--- src/common/clk_ctrl_pkg.sv ---
// Purpose: shared constants and types of the clock buffer control logic
// Assumes: one 100 MHz clock, synchronous active-high reset
// Notes: configuration is held in a small register file reached by port
package clk_ctrl_pkg;

   // ----------------------------------------------------------------
   // sizes
   // ----------------------------------------------------------------
   localparam int NUM_BANKS = 10;
   localparam int NUM_OUTS = 20;
   localparam int ADDR_W = 5;
   localparam int DATA_W = 32;

   // ----------------------------------------------------------------
   // register offsets (word index, byte address is four times this)
   // ----------------------------------------------------------------
   localparam logic [ADDR_W-1:0] REG_CONTROL = 5'h00;
   localparam logic [ADDR_W-1:0] REG_STATUS = 5'h01;
   localparam logic [ADDR_W-1:0] REG_IRQ_STATUS = 5'h02;
   localparam logic [ADDR_W-1:0] REG_IRQ_MASK = 5'h03;
   localparam logic [ADDR_W-1:0] REG_DIVIDE = 5'h04;
   localparam logic [ADDR_W-1:0] REG_LOCK_COUNT = 5'h05;
   localparam logic [ADDR_W-1:0] REG_OUT_BASE = 5'h08;
   localparam logic [ADDR_W-1:0] REG_BANK_STD = 5'h06;

   // ----------------------------------------------------------------
   // field positions
   // ----------------------------------------------------------------
   localparam int CTRL_LOCK_CLEAR_BIT = 0;
   localparam int STAT_LOCK_BIT = 0;
   localparam int STAT_BYPASS_BIT = 1;
   localparam int STAT_REF_INPUT_SELECT_BIT = 2;
   localparam int STAT_RESET_BIT = 3;
   localparam int IRQ_LOCK_GAIN_BIT = 0;
   localparam int IRQ_LOCK_LOSS_BIT = 1;
   localparam int IRQ_W = 2;
   localparam int OUT_MODE_LSB = 0;
   localparam int OUT_IMP_LSB = 2;
   localparam int OUT_SLEW_BIT = 5;
   localparam int BANK_STD_W = 3;

   // ----------------------------------------------------------------
   // reset values and timing
   // ----------------------------------------------------------------
   localparam logic [4:0] DIVIDE_RESET = 5'h00;
   localparam logic [15:0] LOCK_COUNT_RESET = 16'h0040;
   localparam logic [1:0] OUT_MODE_RESET = 2'h0;
   localparam logic [2:0] OUT_IMP_RESET = 3'h0;
   localparam logic [2:0] BANK_STD_RESET = 3'h0;
   localparam logic [DATA_W-1:0] UNMAPPED_READ = 32'h00000000;

   // ----------------------------------------------------------------
   // types
   // ----------------------------------------------------------------
   typedef enum logic [1:0] {
      OE_ALWAYS_ON,
      OE_ALWAYS_OFF,
      OE_BY_X,
      OE_BY_Y
   } oe_mode_t;

   typedef struct packed {
      oe_mode_t mode;
      logic [2:0] impedance;
      logic slew_fast;
   } out_cfg_t;

   typedef struct packed {
      logic wr;
      logic rd;
      logic [ADDR_W-1:0] addr;
      logic [DATA_W-1:0] wdata;
   } reg_req_t;

   typedef struct packed {
      logic ref_input_select;
      logic pll_bypass;
      logic reset_n;
      logic out_enable_x_n;
      logic out_enable_y_n;
   } ctrl_pins_t;

endpackage : clk_ctrl_pkg

--- src/pow2_divider.sv ---
// Purpose: power-of-two divider of the selected divider source, clocked by ref_clk
// Assumes: source arrives as a level sampled on ref_clk
// Notes: counts rising source edges; counter clears on clear or on the device reset
`timescale 1ns/100ps
`default_nettype none
module pow2_divider (
   input wire logic ref_clk,
   input wire logic rst,
   input wire logic clear,
   input wire logic src,
   input wire logic [4:0] div_sel,
   output logic div_out
);
   typedef struct packed {
      logic src_d;
      logic [31:0] count;
      logic out;
   } div_state_t;

   div_state_t state_ff;
   div_state_t nxt_state;

   always_comb begin
      nxt_state = state_ff;
      nxt_state.src_d = src;
      if (clear) begin
         nxt_state.count = '0;
      end else if (src && !state_ff.src_d) begin
         nxt_state.count = state_ff.count + 32'h00000001;
      end
      nxt_state.out = (div_sel == 5'h00) ? src : nxt_state.count[div_sel - 5'h01];
   end

   always_ff @(posedge ref_clk) begin
      if (rst) begin
         state_ff <= '0;
      end else begin
         state_ff <= nxt_state;
      end
   end

   assign div_out = state_ff.out;
endmodule : pow2_divider
`default_nettype wire

--- src/clk_buffer_ctrl.sv ---
// Purpose: control logic of a zero-delay clock fan-out buffer
// Assumes: control pins synchronous to ref_clk; loop lock comes in as level
// Notes: output drivers use low-active enables; analog loop is outside
//
// Operation
// reference select low picks input a, high picks input b
// lock output high while the loop is locked, low otherwise
// the two enable pins switch outputs between driving and high impedance
// each output: always on, always off, by enable x, or by enable y
// bypass low: dividers run from the oscillator output
// bypass high: dividers run from the selected reference directly
// reset pin low clears all counters and drops the lock indication
// driver standard per bank of two, impedance and slew per output
// board holds reset pin inactive with a pull-up when not driving it
`timescale 1ns/100ps
`default_nettype none
module clk_buffer_ctrl (
   input wire logic ref_clk,
   input wire logic rst,
   input wire logic ref_clock_a_in,
   input wire logic ref_clock_b_in,
   input wire logic feedback_in,
   input wire logic vco_in,
   input wire logic loop_locked_in,
   input wire clk_ctrl_pkg::ctrl_pins_t pins,
   input wire clk_ctrl_pkg::reg_req_t req,
   output logic [clk_ctrl_pkg::DATA_W-1:0] rdata,
   output logic lock,
   output logic irq,
   output logic [clk_ctrl_pkg::NUM_OUTS-1:0] clk_out,
   output logic [clk_ctrl_pkg::NUM_OUTS-1:0] clk_out_oe_n,
   output logic [clk_ctrl_pkg::NUM_OUTS-1:0] slew_fast,
   output logic [3*clk_ctrl_pkg::NUM_OUTS-1:0] out_impedance,
   output logic [3*clk_ctrl_pkg::NUM_BANKS-1:0] bank_std
);
   // ----------------------------------------------------------------
   // state
   // ----------------------------------------------------------------
   typedef struct packed {
      clk_ctrl_pkg::out_cfg_t [clk_ctrl_pkg::NUM_OUTS-1:0] out_cfg;
      logic [clk_ctrl_pkg::NUM_BANKS-1:0][2:0] bank;
      logic [4:0] divide;
      logic [15:0] lock_count;
      logic [15:0] lock_timer;
      logic locked;
      logic lock_d;
      logic [clk_ctrl_pkg::IRQ_W-1:0] irq_status;
      logic [clk_ctrl_pkg::IRQ_W-1:0] irq_mask;
      logic [clk_ctrl_pkg::DATA_W-1:0] rdata;
      logic irq;
      logic [clk_ctrl_pkg::NUM_OUTS-1:0] oe_n;
      logic [clk_ctrl_pkg::NUM_OUTS-1:0] clk;
   } ctrl_state_t;

   ctrl_state_t state_ff;
   ctrl_state_t nxt_state;
   logic sel_ref;
   logic div_src;
   logic div_clk;
   logic counters_clear;

   // ----------------------------------------------------------------
   // helpers
   // ----------------------------------------------------------------
   function automatic logic oe_active(
      input clk_ctrl_pkg::oe_mode_t mode,
      input logic en_x_n,
      input logic en_y_n
   );
      logic res;
      res = 1'b0;
      case (mode)
         clk_ctrl_pkg::OE_ALWAYS_ON: res = 1'b1;
         clk_ctrl_pkg::OE_ALWAYS_OFF: res = 1'b0;
         clk_ctrl_pkg::OE_BY_X: res = !en_x_n;
         clk_ctrl_pkg::OE_BY_Y: res = !en_y_n;
         default: res = 1'b0;
      endcase
      return res;
   endfunction : oe_active

   // ----------------------------------------------------------------
   // clock path
   // ----------------------------------------------------------------
   assign sel_ref = pins.ref_input_select ? ref_clock_b_in : ref_clock_a_in;
   // bypass takes the reference straight to the dividers
   assign div_src = pins.pll_bypass ? sel_ref : vco_in;
   assign counters_clear = rst || !pins.reset_n;

   pow2_divider u_div (
      .ref_clk(ref_clk),
      .rst(rst),
      .clear(counters_clear),
      .src(div_src),
      .div_sel(state_ff.divide),
      .div_out(div_clk)
   );

   // ----------------------------------------------------------------
   // next state
   // ----------------------------------------------------------------
   always_comb begin
      logic [clk_ctrl_pkg::IRQ_W-1:0] events;
      logic [clk_ctrl_pkg::ADDR_W-1:0] idx;
      events = '0;
      idx = '0;
      nxt_state = state_ff;

      // lock qualification: loop must report lock for lock_count + 1 cycles
      // feedback is unused here; phase compare lives in the analog loop
      if (!pins.reset_n || pins.pll_bypass || !loop_locked_in) begin
         nxt_state.lock_timer = '0;
         nxt_state.locked = 1'b0;
      end else if (state_ff.lock_timer >= state_ff.lock_count) begin
         nxt_state.locked = 1'b1;
      end else begin
         nxt_state.lock_timer = state_ff.lock_timer + 16'h0001;
      end
      nxt_state.lock_d = state_ff.locked;
      events[clk_ctrl_pkg::IRQ_LOCK_GAIN_BIT] = state_ff.locked && !state_ff.lock_d;
      events[clk_ctrl_pkg::IRQ_LOCK_LOSS_BIT] = !state_ff.locked && state_ff.lock_d;

      // register writes
      if (req.wr) begin
         if (req.addr == clk_ctrl_pkg::REG_IRQ_STATUS) begin
            nxt_state.irq_status = state_ff.irq_status
               & ~req.wdata[clk_ctrl_pkg::IRQ_W-1:0];
         end else if (req.addr == clk_ctrl_pkg::REG_IRQ_MASK) begin
            nxt_state.irq_mask = req.wdata[clk_ctrl_pkg::IRQ_W-1:0];
         end else if (req.addr == clk_ctrl_pkg::REG_DIVIDE) begin
            nxt_state.divide = req.wdata[4:0];
         end else if (req.addr == clk_ctrl_pkg::REG_LOCK_COUNT) begin
            nxt_state.lock_count = req.wdata[15:0];
         end else if (req.addr == clk_ctrl_pkg::REG_BANK_STD) begin
            for (int b = 0; b < clk_ctrl_pkg::NUM_BANKS; b++) begin
               nxt_state.bank[b] = req.wdata[3*b +: 3];
            end
         end else if (req.addr >= clk_ctrl_pkg::REG_OUT_BASE) begin
            idx = req.addr - clk_ctrl_pkg::REG_OUT_BASE;
            if (idx < 5'(clk_ctrl_pkg::NUM_OUTS)) begin
               nxt_state.out_cfg[idx].mode = clk_ctrl_pkg::oe_mode_t'(
                  req.wdata[clk_ctrl_pkg::OUT_MODE_LSB +: 2]);
               nxt_state.out_cfg[idx].impedance =
                  req.wdata[clk_ctrl_pkg::OUT_IMP_LSB +: 3];
               nxt_state.out_cfg[idx].slew_fast =
                  req.wdata[clk_ctrl_pkg::OUT_SLEW_BIT];
            end
         end
      end
      // set wins over a clear in the same cycle
      nxt_state.irq_status = nxt_state.irq_status | events;
      nxt_state.irq = |(nxt_state.irq_status & nxt_state.irq_mask);

      // register reads, data in the following cycle only
      nxt_state.rdata = clk_ctrl_pkg::UNMAPPED_READ;
      if (req.rd) begin
         if (req.addr == clk_ctrl_pkg::REG_STATUS) begin
            nxt_state.rdata[clk_ctrl_pkg::STAT_LOCK_BIT] = state_ff.locked;
            nxt_state.rdata[clk_ctrl_pkg::STAT_BYPASS_BIT] = pins.pll_bypass;
            nxt_state.rdata[clk_ctrl_pkg::STAT_REF_INPUT_SELECT_BIT] =
               pins.ref_input_select;
            nxt_state.rdata[clk_ctrl_pkg::STAT_RESET_BIT] = !pins.reset_n;
         end else if (req.addr == clk_ctrl_pkg::REG_IRQ_STATUS) begin
            nxt_state.rdata[clk_ctrl_pkg::IRQ_W-1:0] = state_ff.irq_status;
         end else if (req.addr == clk_ctrl_pkg::REG_IRQ_MASK) begin
            nxt_state.rdata[clk_ctrl_pkg::IRQ_W-1:0] = state_ff.irq_mask;
         end else if (req.addr == clk_ctrl_pkg::REG_DIVIDE) begin
            nxt_state.rdata[4:0] = state_ff.divide;
         end else if (req.addr == clk_ctrl_pkg::REG_LOCK_COUNT) begin
            nxt_state.rdata[15:0] = state_ff.lock_count;
         end else if (req.addr == clk_ctrl_pkg::REG_BANK_STD) begin
            for (int b = 0; b < clk_ctrl_pkg::NUM_BANKS; b++) begin
               nxt_state.rdata[3*b +: 3] = state_ff.bank[b];
            end
         end else if (req.addr >= clk_ctrl_pkg::REG_OUT_BASE) begin
            idx = req.addr - clk_ctrl_pkg::REG_OUT_BASE;
            if (idx < 5'(clk_ctrl_pkg::NUM_OUTS)) begin
               nxt_state.rdata[clk_ctrl_pkg::OUT_MODE_LSB +: 2] =
                  state_ff.out_cfg[idx].mode;
               nxt_state.rdata[clk_ctrl_pkg::OUT_IMP_LSB +: 3] =
                  state_ff.out_cfg[idx].impedance;
               nxt_state.rdata[clk_ctrl_pkg::OUT_SLEW_BIT] =
                  state_ff.out_cfg[idx].slew_fast;
            end
         end
      end

      // output drivers; enable is low while driving
      for (int o = 0; o < clk_ctrl_pkg::NUM_OUTS; o++) begin
         nxt_state.oe_n[o] = !oe_active(state_ff.out_cfg[o].mode,
            pins.out_enable_x_n, pins.out_enable_y_n);
         nxt_state.clk[o] = div_clk;
      end
   end

   // ----------------------------------------------------------------
   // registers
   // ----------------------------------------------------------------
   always_ff @(posedge ref_clk) begin
      if (rst) begin
         state_ff <= '0;
         state_ff.lock_count <= clk_ctrl_pkg::LOCK_COUNT_RESET;
         state_ff.divide <= clk_ctrl_pkg::DIVIDE_RESET;
         state_ff.oe_n <= '1;
      end else begin
         state_ff <= nxt_state;
      end
   end

   // ----------------------------------------------------------------
   // outputs
   // ----------------------------------------------------------------
   assign rdata = state_ff.rdata;
   assign lock = state_ff.locked;
   assign irq = state_ff.irq;
   assign clk_out = state_ff.clk;
   assign clk_out_oe_n = state_ff.oe_n;
   always_comb begin
      for (int o = 0; o < clk_ctrl_pkg::NUM_OUTS; o++) begin
         slew_fast[o] = state_ff.out_cfg[o].slew_fast;
         out_impedance[3*o +: 3] = state_ff.out_cfg[o].impedance;
      end
      for (int b = 0; b < clk_ctrl_pkg::NUM_BANKS; b++) begin
         bank_std[3*b +: 3] = state_ff.bank[b];
      end
   end
endmodule : clk_buffer_ctrl
`default_nettype wire

--- config.mk ---
export PLATFORM = sky130hd
export DESIGN_NAME = clk_buffer_ctrl
export DESIGN_NICKNAME = d
export VERILOG_FILES = /design/src/common/clk_ctrl_pkg.sv /design/src/pow2_divider.sv /design/src/clk_buffer_ctrl.sv
export SDC_FILE = /design/constraint.sdc
export NUM_CORES = 1
export LEC_CHECK = 0
export CELL_PAD_IN_SITES_DETAIL_PLACEMENT = 1
export CELL_PAD_IN_SITES_GLOBAL_PLACEMENT = 1
export CORE_UTILIZATION = 50
export CTS_BUF_LIST = sky130_fd_sc_hd__clkbuf_4 sky130_fd_sc_hd__clkbuf_8 sky130_fd_sc_hd__clkbuf_16
export DETAILED_ROUTE_END_ITERATION = 12
export DONT_BUFFER_PORTS = 1
export HOLD_SLACK_MARGIN = 0.05
export PLACE_DENSITY = 0.85
export SYNTH_ARGS = -nofsm -noshare
export SYNTH_HDL_FRONTEND = slang
export SYNTH_SLANG_ARGS = --single-unit
--- constraint.sdc ---
create_clock -name ref_clk -period 6.8 [get_ports ref_clk]
set_input_delay 0.68 -clock ref_clk [delete_from_list [all_inputs] [get_ports ref_clk]]
set_output_delay 0.68 -clock ref_clk [all_outputs]
set_load 0.02 [all_outputs]
Yosys cells after proc, flatten, opt, wreduce, memory -nomap -nowiden

Index checks and enable logic that the tools add are counted.

Input port bits: 51
Output and inout port bits: 184
Logic and storage cells: 300
Flip-flop bits (word level): 281

Eq/ne operators: 66
Muxes and demuxes: 61
Bitwise gates (word level): 10
Magnitude comparators: 6
Add/sub/neg operators: 4
Reductions and logical operators: 65

Operator list:

| kind                                                                 | number |
|---|---|
| 120-bit bitwise mux                                                  | 3 |
| 24-bit two-way mux                                                   | 7 |
| 6-bit demux with 5-bit select                                        | 3 |
| 2-bit == test, second input constant                                 | 40 |
| 1-bit one-hot mux with 4 select lines                                | 20 |
| 32-bit two-way mux                                                   | 2 |
| 28-bit two-way mux                                                   | 2 |
| 2-bit by 1-bit == test with 1-bit output, second input constant      | 20 |
| 2-bit zero test                                                      | 20 |
| 32-bit by 1-bit adder with 32-bit output, second input constant      | 1 |
| 6-bit binary-select mux with 5-bit select                            | 1 |
| 6-bit two-way mux                                                    | 5 |
| 1-bit zero test                                                      | 27 |
| 25-bit two-way mux                                                   | 1 |
| 16-bit by 1-bit adder with 16-bit output, second input constant      | 1 |
| 16-bit greater-or-equal comparator                                   | 1 |
| 16-bit two-way mux                                                   | 1 |
| 5-bit by 3-bit == test with 1-bit output, second input constant      | 3 |
| 14-bit two-way mux                                                   | 1 |
| 5-bit by 6-bit < comparator with 1-bit output, second input constant | 2 |
| 4-bit two-way mux                                                    | 3 |
| 5-bit by 2-bit == test with 1-bit output, second input constant      | 2 |
| 2-bit two-way mux                                                    | 5 |
| 8-bit AND reduction                                                  | 1 |
| other kinds (23)                                                     | 40 |

Longest topological paths before layout

Gate-level depths: netlist of the first run.

Depth in word-level cells: 13
Depth in mapped cells: 12
Mapped depth without buffers: 11

Modules after synthesis

A second synthesis of the first run with hierarchy kept.

Cell total of the unflattened synthesis: 1658
Area total of the unflattened synthesis: 14644.0 µm²

By module, submodules not included:

| module          | times used | cells each | sequential area each (µm²) | area each (µm²) |
|---|---|---|---|---|
| clk_buffer_ctrl | 1          | 1343       | 4904.7                     | 12122.9 |
| pow2_divider    | 1          | 315        | 680.7                      | 2521.2 |

Worst setup path after synthesis of the first run

No wires, ideal clock.

Kind: input to register
Start point: input req[35] (netlist bit)
End point: register state_ff, in the netlist out_impedance[21]
Path buffers: 1
Cell stages on the path: 9
Required time: 6672 ps
Data arrival time: 2689 ps
Library setup time: 128 ps
Path slack: 3984 ps
Path through: buf_1 inv_1 ha_1 a211oi_4 and3_4 nand3_4 nor2_4 mux2i_1 nor2_1

Word-level cells in the longest chain between the ends: 7
Elaborated cells on any way between the ends: 24
Classes of those cells: 1 x add/sub; 4 x order compare; 5 x eq/ne; 7 x mux; 5 x bitwise; 2 x reduce/logical

RTL lines:

| what                                                                                                                                                | line                   | RTL |
|---|---|---|
| start: declaration                                                                                                                                  | clk_buffer_ctrl.sv:26  | `input wire clk_ctrl_pkg::reg_req_t req,` |
| 5-bit by 4-bit subtractor with 5-bit output                                                                                                         | clk_buffer_ctrl.sv:139 | `idx = req.addr - clk_ctrl_pkg::REG_OUT_BASE;` |
| 5-bit by 6-bit < comparator with 1-bit output (not written as such) or 5-bit by 1-bit greater-or-equal comparator with 1-bit output (tied branches) | clk_buffer_ctrl.sv:143 | `nxt_state.out_cfg[idx].impedance =` |
| 1-bit logical AND (not written as such)                                                                                                             | clk_buffer_ctrl.sv:143 |  |
| 4-bit two-way mux (not written as such)                                                                                                             | clk_buffer_ctrl.sv:143 |  |
| 6-bit demux with 5-bit select                                                                                                                       | clk_buffer_ctrl.sv:143 |  |
| 120-bit bitwise mux                                                                                                                                 | clk_buffer_ctrl.sv:143 |  |
| 120-bit bitwise mux                                                                                                                                 | clk_buffer_ctrl.sv:145 | `nxt_state.out_cfg[idx].slew_fast =` |
| end signal: assignment                                                                                                                              | clk_buffer_ctrl.sv:206 | `state_ff <= nxt_state;` |
| end: declaration                                                                                                                                    | clk_buffer_ctrl.sv:55  | `ctrl_state_t state_ff;` |

Parallel ways exist; a longest one is shown, timed or not.
A chain may end at the register's enable or synchronous reset.

Worst setup path after layout of the first run

Start point: register state_ff[88] (netlist bit)
End point: register state_ff[94] (netlist bit)

Word-level cells in the longest chain between the ends: 1
Elaborated cells on any way between the ends: 2
Classes of those cells: 1 x add/sub; 1 x order compare

RTL lines:

| what                                                                                           | line |
|---|---|
| 16-bit by 1-bit adder with 16-bit output or 16-bit greater-or-equal comparator (tied branches) | clk_buffer_ctrl.sv:117, clk_buffer_ctrl.sv:114 |

Parallel ways exist; a longest one is shown, timed or not.

==> impl_metrics.yaml, run 1 <==
sta:
  finalHoldViolations: 0
  finalWorstSetupSlack_ns: 3.751
  finalCritPeriodShare_pct: 44.83
  skew_ns: 0.01300
  min_period_ns: 3.049
  worstMarginPinSlew_ns: 1.277
  grt_setup_unrepaired: "no"
  final_max_slew_viol_count: 0
  fin_tns_setup_ns: 0
  setup_viol: 0
  slew_headroom_pct: 14.67
  timing.fmax_mhz: 328.0
clock_tree:
  tritoncts: "built"
  clk_latency_ns: 0.51
  cts-root-buf: "clkbuf_16"
  holdBufCountCts: 0
  cts_max_level: 2
  cts_setup_buffers: 0
  cts_made_buffers: 34
  clock_path_buffers: 3
  clock-sinks: 279
  cts.reportedPaths.clkPinSlew_ns: 0.06
  ctsResizeCount: 0
layout:
  drive_above_1_share_pct: 11.05
  antennaDiodeCount: 0
  most-common-layout-cells: "278 x dfxtp_1, 198 x nor2_1, 150 x nand2_1"
  fillers: 3076
  multi_input_area_um2: 6580
  syn_to_final_growth_pct: -0.1163
  seqCellArea_um2: 5589
  final_common_cell: "dfxtp_1"
  finish.utilization_pct: 51.34
  finish.net_count: 1398
yosys:
  synth-compound-area-share_pct: 9.763
  synthSimpleGateAreaFrac_pct: 17.77
  yosysWarnings: 0
  synthAdderAreaFrac_pct: 2.054
  synth_area_um2: 14010
  synth_area_leaders: "dfxtp_1 40%, buf_4 9.8%, mux2i_1 9.1%"
  ys_async_sr_fraction_pct: 0
  avgSynthCellArea_um2: 9.049
  yosys.area.top_type: "dfxtp_1"
  synth.top_cell.area_share_pct: 39.87
  synth-xor-area-share_pct: 2.188
  synth-edff-count: 0
  ys_seq_elements: 279
  synth_mux_area_share_pct: 15.15
  synth_cell_types: 70
  syn_inst: 1548
  synth_top_family_by_area: "simple AND/OR/NAND/NOR gates"
  ys.flop_type: "dfxtp_1"
  yosysSeqAreaShare_pct: 39.87
floorplanning:
  die_h_um: 169.4
  io_pins: 235
  rows: 60
  start_util_pct: 51.40
  dieArea_um2: 28690
  core-area_um2: 27250
  die_x_um: 169.4
power_and_ir_drop:
  irDropWorstVdd_v: 0.0002004
  p_leak_nw: 5.024
  powerDensity_nw_per_um2: 263.2
detailed_routing:
  drt_iter0_drc: 635
  drcViolationCount: 0
  viasPerCell: 5.912
  detail-route-antenna-nets: 0
  firstDrtPassIters: 4
  drt-total-wl_mm: 39.01
  wl_per_cell_um: 22.67
  num_vias: 10170
critical_path:
  required_ns: 7.23
  startpoint: "state_ff[88]$_SDFFE_PP0N_"
  r2r_slack_ns: 3.75
  reg2regPathDepth: 10
  startpoint_type: "flip-flop"
  worstSetupPathType: "flip-flop to flip-flop"
  critPathMaxFanout: 16
  critPathCaptureType: "flip-flop"
  worstPathArrival_ns: 3.48
  reg2reg_to: "state_ff[94]$_SDFFE_PP0N_"
  cp-endpoint: "state_ff[94]$_SDFFE_PP0N_"
  r2r_start: "state_ff[88]$_SDFFE_PP0N_"
placed_design:
  place.port_buffers: 0
  finalWeightedCongestion: 0.8344
  preCtsSetupSlack_ns: 3.386
  dp_hpwl_mm: 25.95
flow_run:
  cap_violations: 0
worst_hold_path:
  holdCritPathClass: "input pin to flip-flop"
outcome:
  outcome: "completed"
grt:
  grt_pass1_wl_mm: 60.94
  antenna_found_initial: 0
  gr-total-overflow: 0
  track_usage_pct: 27.17
  grt_pass1_vias: 10730
  grt_max_degree: 204
[Yosys cell counts, drive strengths merged, types with 3 or more instances]
library cell and number:
a2111oi 4, a211oi 8, a21o 8, a21oi 93, a221oi 6, a22o 6, a22oi 14, a31oi 21
and2 24, and3 8, buf 199, clkbuf 67, dfxtp 279, ha 23, inv 34, mux2i 128
mux4 36, nand2 154, nand2b 11, nand3 29, nand3b 4, nand4 19, nor2 213, nor2b 10
nor3 15, nor4 8, o211ai 7, o21ai 21, o221ai 3, o31ai 6, or2 21, or3 8
xnor2 17, xor2 18
[registers in the layout, indices dropped and copies added (netlist names)]
signal,cells
u_div.div_out,1
bank_std,30
clk_out,1
irq,1
u_div.state_ff,33
rdata,30
clk_out_oe_n,20
lock,1
state_ff,82
slew_fast,20
out_impedance,60
[cell families after synthesis]
logic type	Yosys count
AOI/OAI and AO/OA	212
and+or+nand+nor	533
other	1
xor gates and xnor gates	35
adders and majority gates	23
buffers and inverters	300
DFF	279
muxes	165
[area by class of cell]
cell class / count / area share, %
clock buffers: 49 / 7.369
flip-flops and latches: 279 / 39.95
inverters: 34 / 0.9122
multi-input cells: 970 / 47.03
repair buffers: 5 / 0.2683
clock inverters: 12 / 1.145
well taps: 372 / 3.327
[per-layer routing]
layer | routed length [um] | vias up | share of wire [%] | GRT usage (%)
met5 | 0 | - | 0 | 0
met4 | 1517 | 0 | 3.9 | 11.40
met3 | 3119 | 92 | 8.0 | 6.926
met2 | 19310 | 389 | 50 | 48.04
met1 | 15060 | 5016 | 39 | 31.01
li1 | - | 4677 | - | -
[worst max-delay path: stages, from the launching register on]
cell,delay [ns]
dfxtp_1,0.49
ha_1,0.30
a21o_1,0.16
a21o_1,0.17
a21o_1,0.18
a21o_1,0.18
a21oi_1,0.18
o21ai_1,0.17
a21o_1,0.38
nor4_1,0.50
mux2i_1,0.27
[report_power, final]
group	switching (mW)	internal (mW)	total [mW]
combinational	0.0568	0.0406	0.0974
clock	0.723	1.18	1.90
sequential	0.0346	1.65	1.68
[how the worst min path moves through the flow]
stage	startpoint	to	slack (ns)	cells past startpoint
6_report	rst	bank_std[25]$_SDFFE_PP0P_	0.24	1
3_5_place_dp	u_div.div_out$_SDFF_PP0_	clk_out[0]$_SDFF_PP0_	0.43	1
2_1_floorplan	u_div.div_out$_SDFF_PP0_	clk_out[0]$_SDFF_PP0_	0.41	1
4_1_cts	rst	bank_std[22]$_SDFFE_PP0P_	0.24	1
5_1_grt	rst	bank_std[21]$_SDFFE_PP0P_	0.23	1
3_3_place_gp	u_div.div_out$_SDFF_PP0_	clk_out[0]$_SDFF_PP0_	0.43	1
[per-stage QoR]
stage | std cells | hold WS [ns] | power [mW] | area, um^2
finish | 1721 | 0.2399 | 3.682 | 13990
global route | 1721 | 0.2320 | 3.791 | 13990
CTS | 1721 | 0.2412 | 3.712 | 13990
detailed placement | 1660 | 0.4317 | 1.816 | 12800
global placement | 1660 | 0.4310 | 1.812 | 12800
floorplan | 1549 | 0.4138 | 1.857 | 14010
(Power assumes the default switching activity.)
==> inputs of run 2 (changes only) <==
--- a/config.mk
+++ b/config.mk
@@ -5,14 +5,15 @@
 export SDC_FILE = /design/constraint.sdc
 export NUM_CORES = 1
 export LEC_CHECK = 0
+export ABC_AREA = 1
 export CELL_PAD_IN_SITES_DETAIL_PLACEMENT = 1
 export CELL_PAD_IN_SITES_GLOBAL_PLACEMENT = 1
-export CORE_UTILIZATION = 50
+export CORE_UTILIZATION = 46
 export CTS_BUF_LIST = sky130_fd_sc_hd__clkbuf_4 sky130_fd_sc_hd__clkbuf_8 sky130_fd_sc_hd__clkbuf_16
 export DETAILED_ROUTE_END_ITERATION = 12
 export DONT_BUFFER_PORTS = 1
 export HOLD_SLACK_MARGIN = 0.05
-export PLACE_DENSITY = 0.85
+export PLACE_DENSITY = 0.83
 export SYNTH_ARGS = -nofsm -noshare
 export SYNTH_HDL_FRONTEND = slang
 export SYNTH_SLANG_ARGS = --single-unit
==> constraint.sdc (replaced) <==
create_clock -name ref_clk -period 3.11 [get_ports ref_clk]
set_input_delay 0.311 -clock ref_clk [delete_from_list [all_inputs] [get_ports ref_clk]]
set_output_delay 0.311 -clock ref_clk [all_outputs]
set_load 0.02 [all_outputs]
==> impl_metrics.yaml, run 2 <==
outcome:
  outcome: "completed"
critical_path:
  worstPathArrival_ns: 3.12
  startpoint_type: "input pin"
  cp_top_family: "simple AND/OR/NAND/NOR gates"
  startpoint: "req[32]"
  slowest_delay_ns: 0.57
  r2r_start: "u_div.state_ff[2]$_SDFF_PP0_"
  path_cells: "inv_1, nand2_1, nor2_1, nor2_1, nand4_4, nor2_4, nand2_1, nand2_1, a21oi_1, dlygate4sd3_1"
  worstSetupPathType: "input pin to flip-flop"
  slowest_stage: "dlygate4sd3_1"
  critPathMaxFanout: 16
  path_buf_inv: 2
  required_ns: 3.57
  cp_common_cell: "nand2_1"
  critPathCaptureType: "flip-flop"
sta:
  min_period_ns: 2.668
  timing.fmax_mhz: 374.9
  worstMarginPinSlew_ns: 1.204
  finalHoldViolations: 0
  fin_tns_setup_ns: 0
  setup_viol: 0
  slew_headroom_pct: 19.45
  skew_ns: 0.01641
  grt_setup_unrepaired: "no"
  finalCritPeriodShare_pct: 85.77
  final_max_slew_viol_count: 0
layout:
  drive_above_1_share_pct: 6.141
  most-common-layout-cells: "286 x nand2_1, 278 x dfxtp_1, 259 x inv_1"
  syn_to_final_growth_pct: 2.796
  largest_reg_flops: 82
  antennaDiodeCount: 0
  seqCellArea_um2: 5589
  fillers: 3751
  multi_input_area_um2: 5682
  final_common_cell: "nand2_1"
  finish.net_count: 1827
  largest_register: "state_ff"
yosys:
  yosys.cell_count.top_type: "nand2_1"
  ys.flop_type: "dfxtp_1"
  synth-xor-area-share_pct: 0.3752
  synthSimpleGateAreaFrac_pct: 18.89
  synth_top_family_by_area: "buffers and inverters"
  synth_area_um2: 14010
  yosys.area.top_type: "dfxtp_1"
  synth-edff-count: 0
  synth_mux_area_share_pct: 0.07147
  synth.top_cell.area_share_pct: 39.88
  syn_inst: 1936
  synthAdderAreaFrac_pct: 2.055
  ys_async_sr_fraction_pct: 0
  ys_seq_elements: 279
  synth-compound-area-share_pct: 19.10
  yosys-top-cells-count: "286 x nand2_1, 279 x dfxtp_1, 260 x inv_1"
  yosysWarnings: 0
  avgSynthCellArea_um2: 7.234
  yosysSeqAreaShare_pct: 39.88
  synth_area_leaders: "dfxtp_1 40%, buf_4 10%, a21oi_1 8.0%"
  synth_cell_types: 46
detailed_routing:
  firstDrtPassIters: 5
  drt_iter0_drc: 936
  wl_per_cell_um: 20.56
  num_vias: 12340
  drt-total-wl_mm: 44.51
  detail-route-antenna-nets: 0
  viasPerCell: 5.697
  drcViolationCount: 0
grt:
  grt_max_degree: 69
  grt_pass1_wl_mm: 69.32
  grt_pass1_vias: 12570
  track_usage_pct: 28.11
  gr-total-overflow: 0
  antenna_found_initial: 1
floorplanning:
  rows: 63
  start_util_pct: 47.01
  dieArea_um2: 31150
  die_h_um: 176.5
  io_pins: 235
  die_x_um: 176.5
  core-area_um2: 29800
flow_run:
  cap_violations: 0
clock_tree:
  tritoncts: "built"
  clk_latency_ns: 0.57
  cts-root-buf: "clkbuf_16"
  cts_max_level: 1
  cts_setup_buffers: 0
  cts_made_buffers: 31
  cts.reportedPaths.clkPinSlew_ns: 0.07
  clock-sinks: 279
  clock_path_buffers: 3
power_and_ir_drop:
  powerDensity_nw_per_um2: 562.0
  irDropWorstVdd_v: 0.0004701
  power_mw: 8.091
  p_leak_nw: 5.458
placed_design:
  finalWeightedCongestion: 0.8513
  place.port_buffers: 0
  dp_hpwl_mm: 30.40
worst_hold_path:
  min-delay-start: "req[16]"
  holdCritPathClass: "input pin to flip-flop"
==> run 2: cell count changes after synthesis, sizes merged, moves of 24 or more <==
cell	before	now
o22ai	1	33
inv	34	261
o21ai	21	194
mux4	36	0
nor2	213	83
and2	24	0
nand2	154	289
mux2i	128	1
a21oi	93	224
nand3	29	155
==> run 2: layout make-up <==
type,count,area share (%)
clock inverter,10,1.243
tap,390,3.389
sequential,279,38.82
timing repair buffer,58,3.876
multi-input combinational,1118,39.46
clock buffer,45,6.292
inverter,265,6.918
==> run 2: where the power goes <==
| group | internal, mW | switching (mW) | total, mW | leakage (nW) |
|---|---|---|---|---|
| Clock | 2.42 | 1.51 | 3.93 | 0.548 |
| Sequential | 3.62 | 0.0880 | 3.71 | 2.26 |
| Combinational | 0.126 | 0.325 | 0.451 | 2.65 |
| Total | 6.17 | 1.93 | 8.09 | 5.46 |
==> run 2: logic make-up (layout without fill, tap and decap cells) <==
| family | count (synthesis) | in the layout |
|---|---|---|
| mux | 1 | 1 |
| other cells | 1 | 2 |
| flops | 279 | 279 |
| buf+inv | 540 | 378 |
| xor+xnor | 6 | 6 |
| simple gates | 589 | 589 |
| fa+ha+maj | 23 | 23 |
| compound gates | 497 | 497 |
==> run 2: through the flow <==
stage | worst slack [ns] | area [um^2] | utilization (%) | instances | hold slack [ns]
detailed placement | 0.3312 | 12910 | 43.34 | 2073 | 0.3935
global route | 0.2379 | 14400 | 48.32 | 2165 | 0.05898
finish | 0.4424 | 14400 | 48.32 | 2165 | 0.05211
CTS | 0.5076 | 14400 | 48.32 | 2165 | 0.05144
floorplan | 0.8089 | 14010 | - | 1937 | 0.3883
global placement | 0.4052 | 12910 | 43.34 | 2073 | 0.3919
==> run 2: what timing repair did <==
action	CTS	global route
hold buffers	37	0
endpoints found under the hold margin	194	0
resized for setup	0	0
==> run 2: worst reg2reg max path, stage by stage, from the launching register on <==
cell and delay (ns):
dfxtp_1 0.37, ha_1 0.21, nand3_1 0.14, nor2_1 0.31
nand3_1 0.22, nor2_4 0.26, nand3_1 0.14, nand2_1 0.09
nand3_1 0.13, nand2_1 0.11, nand3_1 0.07, nand3_1 0.07
nand3_1 0.08, nand2_1 0.07, nand2_1 0.04, a21oi_1 0.18
==> run 2: worst paths after layout <==
kind / cells past startpoint / endpoint / slack, ns
worst max register to register: 15 / u_div.div_out$_SDFF_PP0_ / 0.55
worst min register to register: 2 / clk_out[0]$_SDFF_PP0_ / 0.44
worst max-delay path: 10 / state_ff[193]$_SDFFE_PP0P_ / 0.44
worst min-delay path: 2 / bank_std[16]$_SDFFE_PP0P_ / 0.05
==> run 2: layer usage <==
| layer | up-vias | share of wire [%] | wire [um] | GRT usage (%) |
|---|---|---|---|---|
| li1 | 5828 | - | - | - |
| met1 | 6009 | 41 | 18200 | 34.44 |
| met2 | 420 | 48 | 21240 | 47.86 |
| met3 | 78 | 8.9 | 3972 | 7.989 |
| met5 | - | 0 | 0 | 0 |
| met4 | 0 | 2.5 | 1097 | 7.615 |
==> inputs of run 3 (changes only) <==
--- a/config.mk
+++ b/config.mk
@@ -5,15 +5,14 @@
 export SDC_FILE = /design/constraint.sdc
 export NUM_CORES = 1
 export LEC_CHECK = 0
-export ABC_AREA = 1
 export CELL_PAD_IN_SITES_DETAIL_PLACEMENT = 1
 export CELL_PAD_IN_SITES_GLOBAL_PLACEMENT = 1
-export CORE_UTILIZATION = 46
+export CORE_UTILIZATION = 48
 export CTS_BUF_LIST = sky130_fd_sc_hd__clkbuf_4 sky130_fd_sc_hd__clkbuf_8 sky130_fd_sc_hd__clkbuf_16
 export DETAILED_ROUTE_END_ITERATION = 12
 export DONT_BUFFER_PORTS = 1
 export HOLD_SLACK_MARGIN = 0.05
-export PLACE_DENSITY = 0.83
+export PLACE_DENSITY = 0.82
 export SYNTH_ARGS = -nofsm -noshare
 export SYNTH_HDL_FRONTEND = slang
 export SYNTH_SLANG_ARGS = --single-unit
==> impl_metrics.yaml, run 3 (synthesized netlist as in run 1, its figures left out) <==
power_and_ir_drop:
  power.switching_mw: 1.804
  p_leak_nw: 5.305
  irDropWorstVdd_v: 0.0004021
  combinationalPowerShare_pct: 4.0
  switching_share_pct: 23.14
  power_mw: 7.798
  power.share.clock_pct: 48.8
  power_frac_seq_pct: 47.2
  powerDensity_nw_per_um2: 538.1
  p_int_mw: 5.994
detailed_routing:
  drcViolationCount: 0
  drt-total-wl_mm: 40.46
  num_vias: 10470
  drt_iter0_drc: 558
  viasPerCell: 5.847
  detail-route-antenna-nets: 0
  firstDrtPassIters: 5
  wl_per_cell_um: 22.60
flow_run:
  cap_violations: 0
clock_tree:
  tritoncts: "built"
  clock_path_buffers: 3
  cts_max_level: 1
  clock-sinks: 279
  cts-root-buf: "clkbuf_16"
  clk_latency_ns: 0.56
  cts.reportedPaths.clkPinSlew_ns: 0.06
  cts_setup_buffers: 0
  cts_made_buffers: 31
grt:
  gr-total-overflow: 0
  grt_max_degree: 172
  grt_util_met1_pct: 30.36
  grt_pass1_vias: 10980
  antenna_found_initial: 0
  grt_pass1_wl_mm: 62.31
  met3_usage_pct: 6.882
  busiest_layer: "met2"
  met2_usage_pct: 47.35
  track_usage_pct: 26.41
worst_hold_path:
  holdCritPathClass: "input pin to flip-flop"
  min_path_cells: 3
floorplanning:
  io_pins: 235
  dieArea_um2: 29870
  die_x_um: 172.8
  core-area_um2: 28700
  die_h_um: 172.8
  start_util_pct: 48.80
  rows: 62
critical_path:
  startpoint_type: "flip-flop"
  critPathMaxFanout: 16
  required_ns: 3.54
  worstPathArrival_ns: 3.27
  critPathCaptureType: "flip-flop"
  reg2regPathDepth: 10
  worstSetupPathType: "flip-flop to flip-flop"
sta:
  setup_viol: 0
  slew_headroom_pct: 5.773
  fin_tns_setup_ns: 0
  finalCritPeriodShare_pct: 91.40
  worstMarginPinSlew_ns: 1.410
  min_period_ns: 2.843
  skew_ns: 0.009547
  finalHoldViolations: 0
  grt_setup_unrepaired: "no"
  timing.fmax_mhz: 351.8
  final_max_slew_viol_count: 0
layout:
  finish.utilization_pct: 50.49
  antennaDiodeCount: 0
  final_common_cell: "dfxtp_1"
  syn_to_final_growth_pct: 3.465
  finish.net_count: 1455
  most-common-layout-cells: "278 x dfxtp_1, 198 x nor2_1, 150 x nand2_1"
  layoutNonFillerInstCount: 1790
  design_area_um2: 14490
  largest_reg_flops: 82
  largest_register: "state_ff"
  drive_above_1_share_pct: 11.59
placed_design:
  placed_area_um2: 12920
  dp_hpwl_mm: 26.44
  place_inst: 1685
  finalWeightedCongestion: 0.8451
  place.port_buffers: 0
outcome:
  outcome: "completed"
## run 3: cell types whose count changed in the layout (fill, tap and decap cells not counted), moves of 32 or more
cell,delta
a21oi_1,-131
nand2_1,-136
o22ai_1,-32
nand3_1,-127
mux2i_1,+127
o21ai_0,-174
nor2_1,+130
inv_1,-225
## run 3: critical path: stages (launching register included)
cell	delay [ns]
dfxtp_1	0.47
ha_1	0.30
a21o_1	0.16
a21o_1	0.18
a21o_1	0.17
a21o_1	0.17
a21oi_1	0.13
o21ai_1	0.17
a21o_2	0.36
o41ai_1	0.49
a21oi_1	0.12
## run 3: final cells by class
| cell class | instances | area [um^2] |
|---|---|---|
| sequential | 279 | 5589 |
| tap | 384 | 480.5 |
| fill | 3192 | 14210 |
| multi-input combinational | 970 | 6594 |
| clock buffer | 44 | 904.6 |
| clock inverter | 14 | 161.4 |
| inverter | 34 | 127.6 |
| timing repair buffer | 65 | 635.6 |
## run 3: power by group through the flow
stage | logic, mW | registers, mW | clock network (mW)
after floorplan | 0.360 | 3.70 | 0
after global placement | 0.207 | 3.76 | 0
after detailed placement | 0.214 | 3.76 | 0
after CTS | 0.313 | 3.68 | 3.87
after global routing | 0.337 | 3.68 | 3.99
final | 0.314 | 3.68 | 3.80
## run 3: what timing repair did
| item | CTS | global route |
|---|---|---|
| endpoints found under the hold margin | 204 | 0 |
| endpoints found under the setup margin | 0 | 2 |
| hold buffers | 47 | 0 |
| gates resized for setup | 0 | 3 |
## run 3: per-stage QoR
step | worst slack, ns | hold WS [ns]
6_report | 0.2674 | 0.06758
5_1_grt | 0.02337 | 0.07138
4_1_cts | 0.2245 | 0.05361
3_5_place_dp | 0.2788 | 0.3956
3_3_place_gp | 0.3908 | 0.3958
2_1_floorplan | 0.5618 | 0.4138
## run 3: worst paths after layout
kind	slack [ns]	to	startpoint
min reg2reg	0.46	state_ff[100]$_SDFFE_PP0P_	state_ff[100]$_SDFFE_PP0P_
max reg2reg	0.27	state_ff[88]$_SDFFE_PP0N_	state_ff[88]$_SDFFE_PP0N_
min	0.07	clk_out_oe_n[6]$_SDFF_PP1_	pins[1]
max	0.27	state_ff[88]$_SDFFE_PP0N_	state_ff[88]$_SDFFE_PP0N_
## run 3: routing by layer
metal,share of wire [%],vias to the layer above
met4,3.2,0
met2,50,353
met1,40,5237
li1,-,4790
met5,0,-
met3,7.4,86
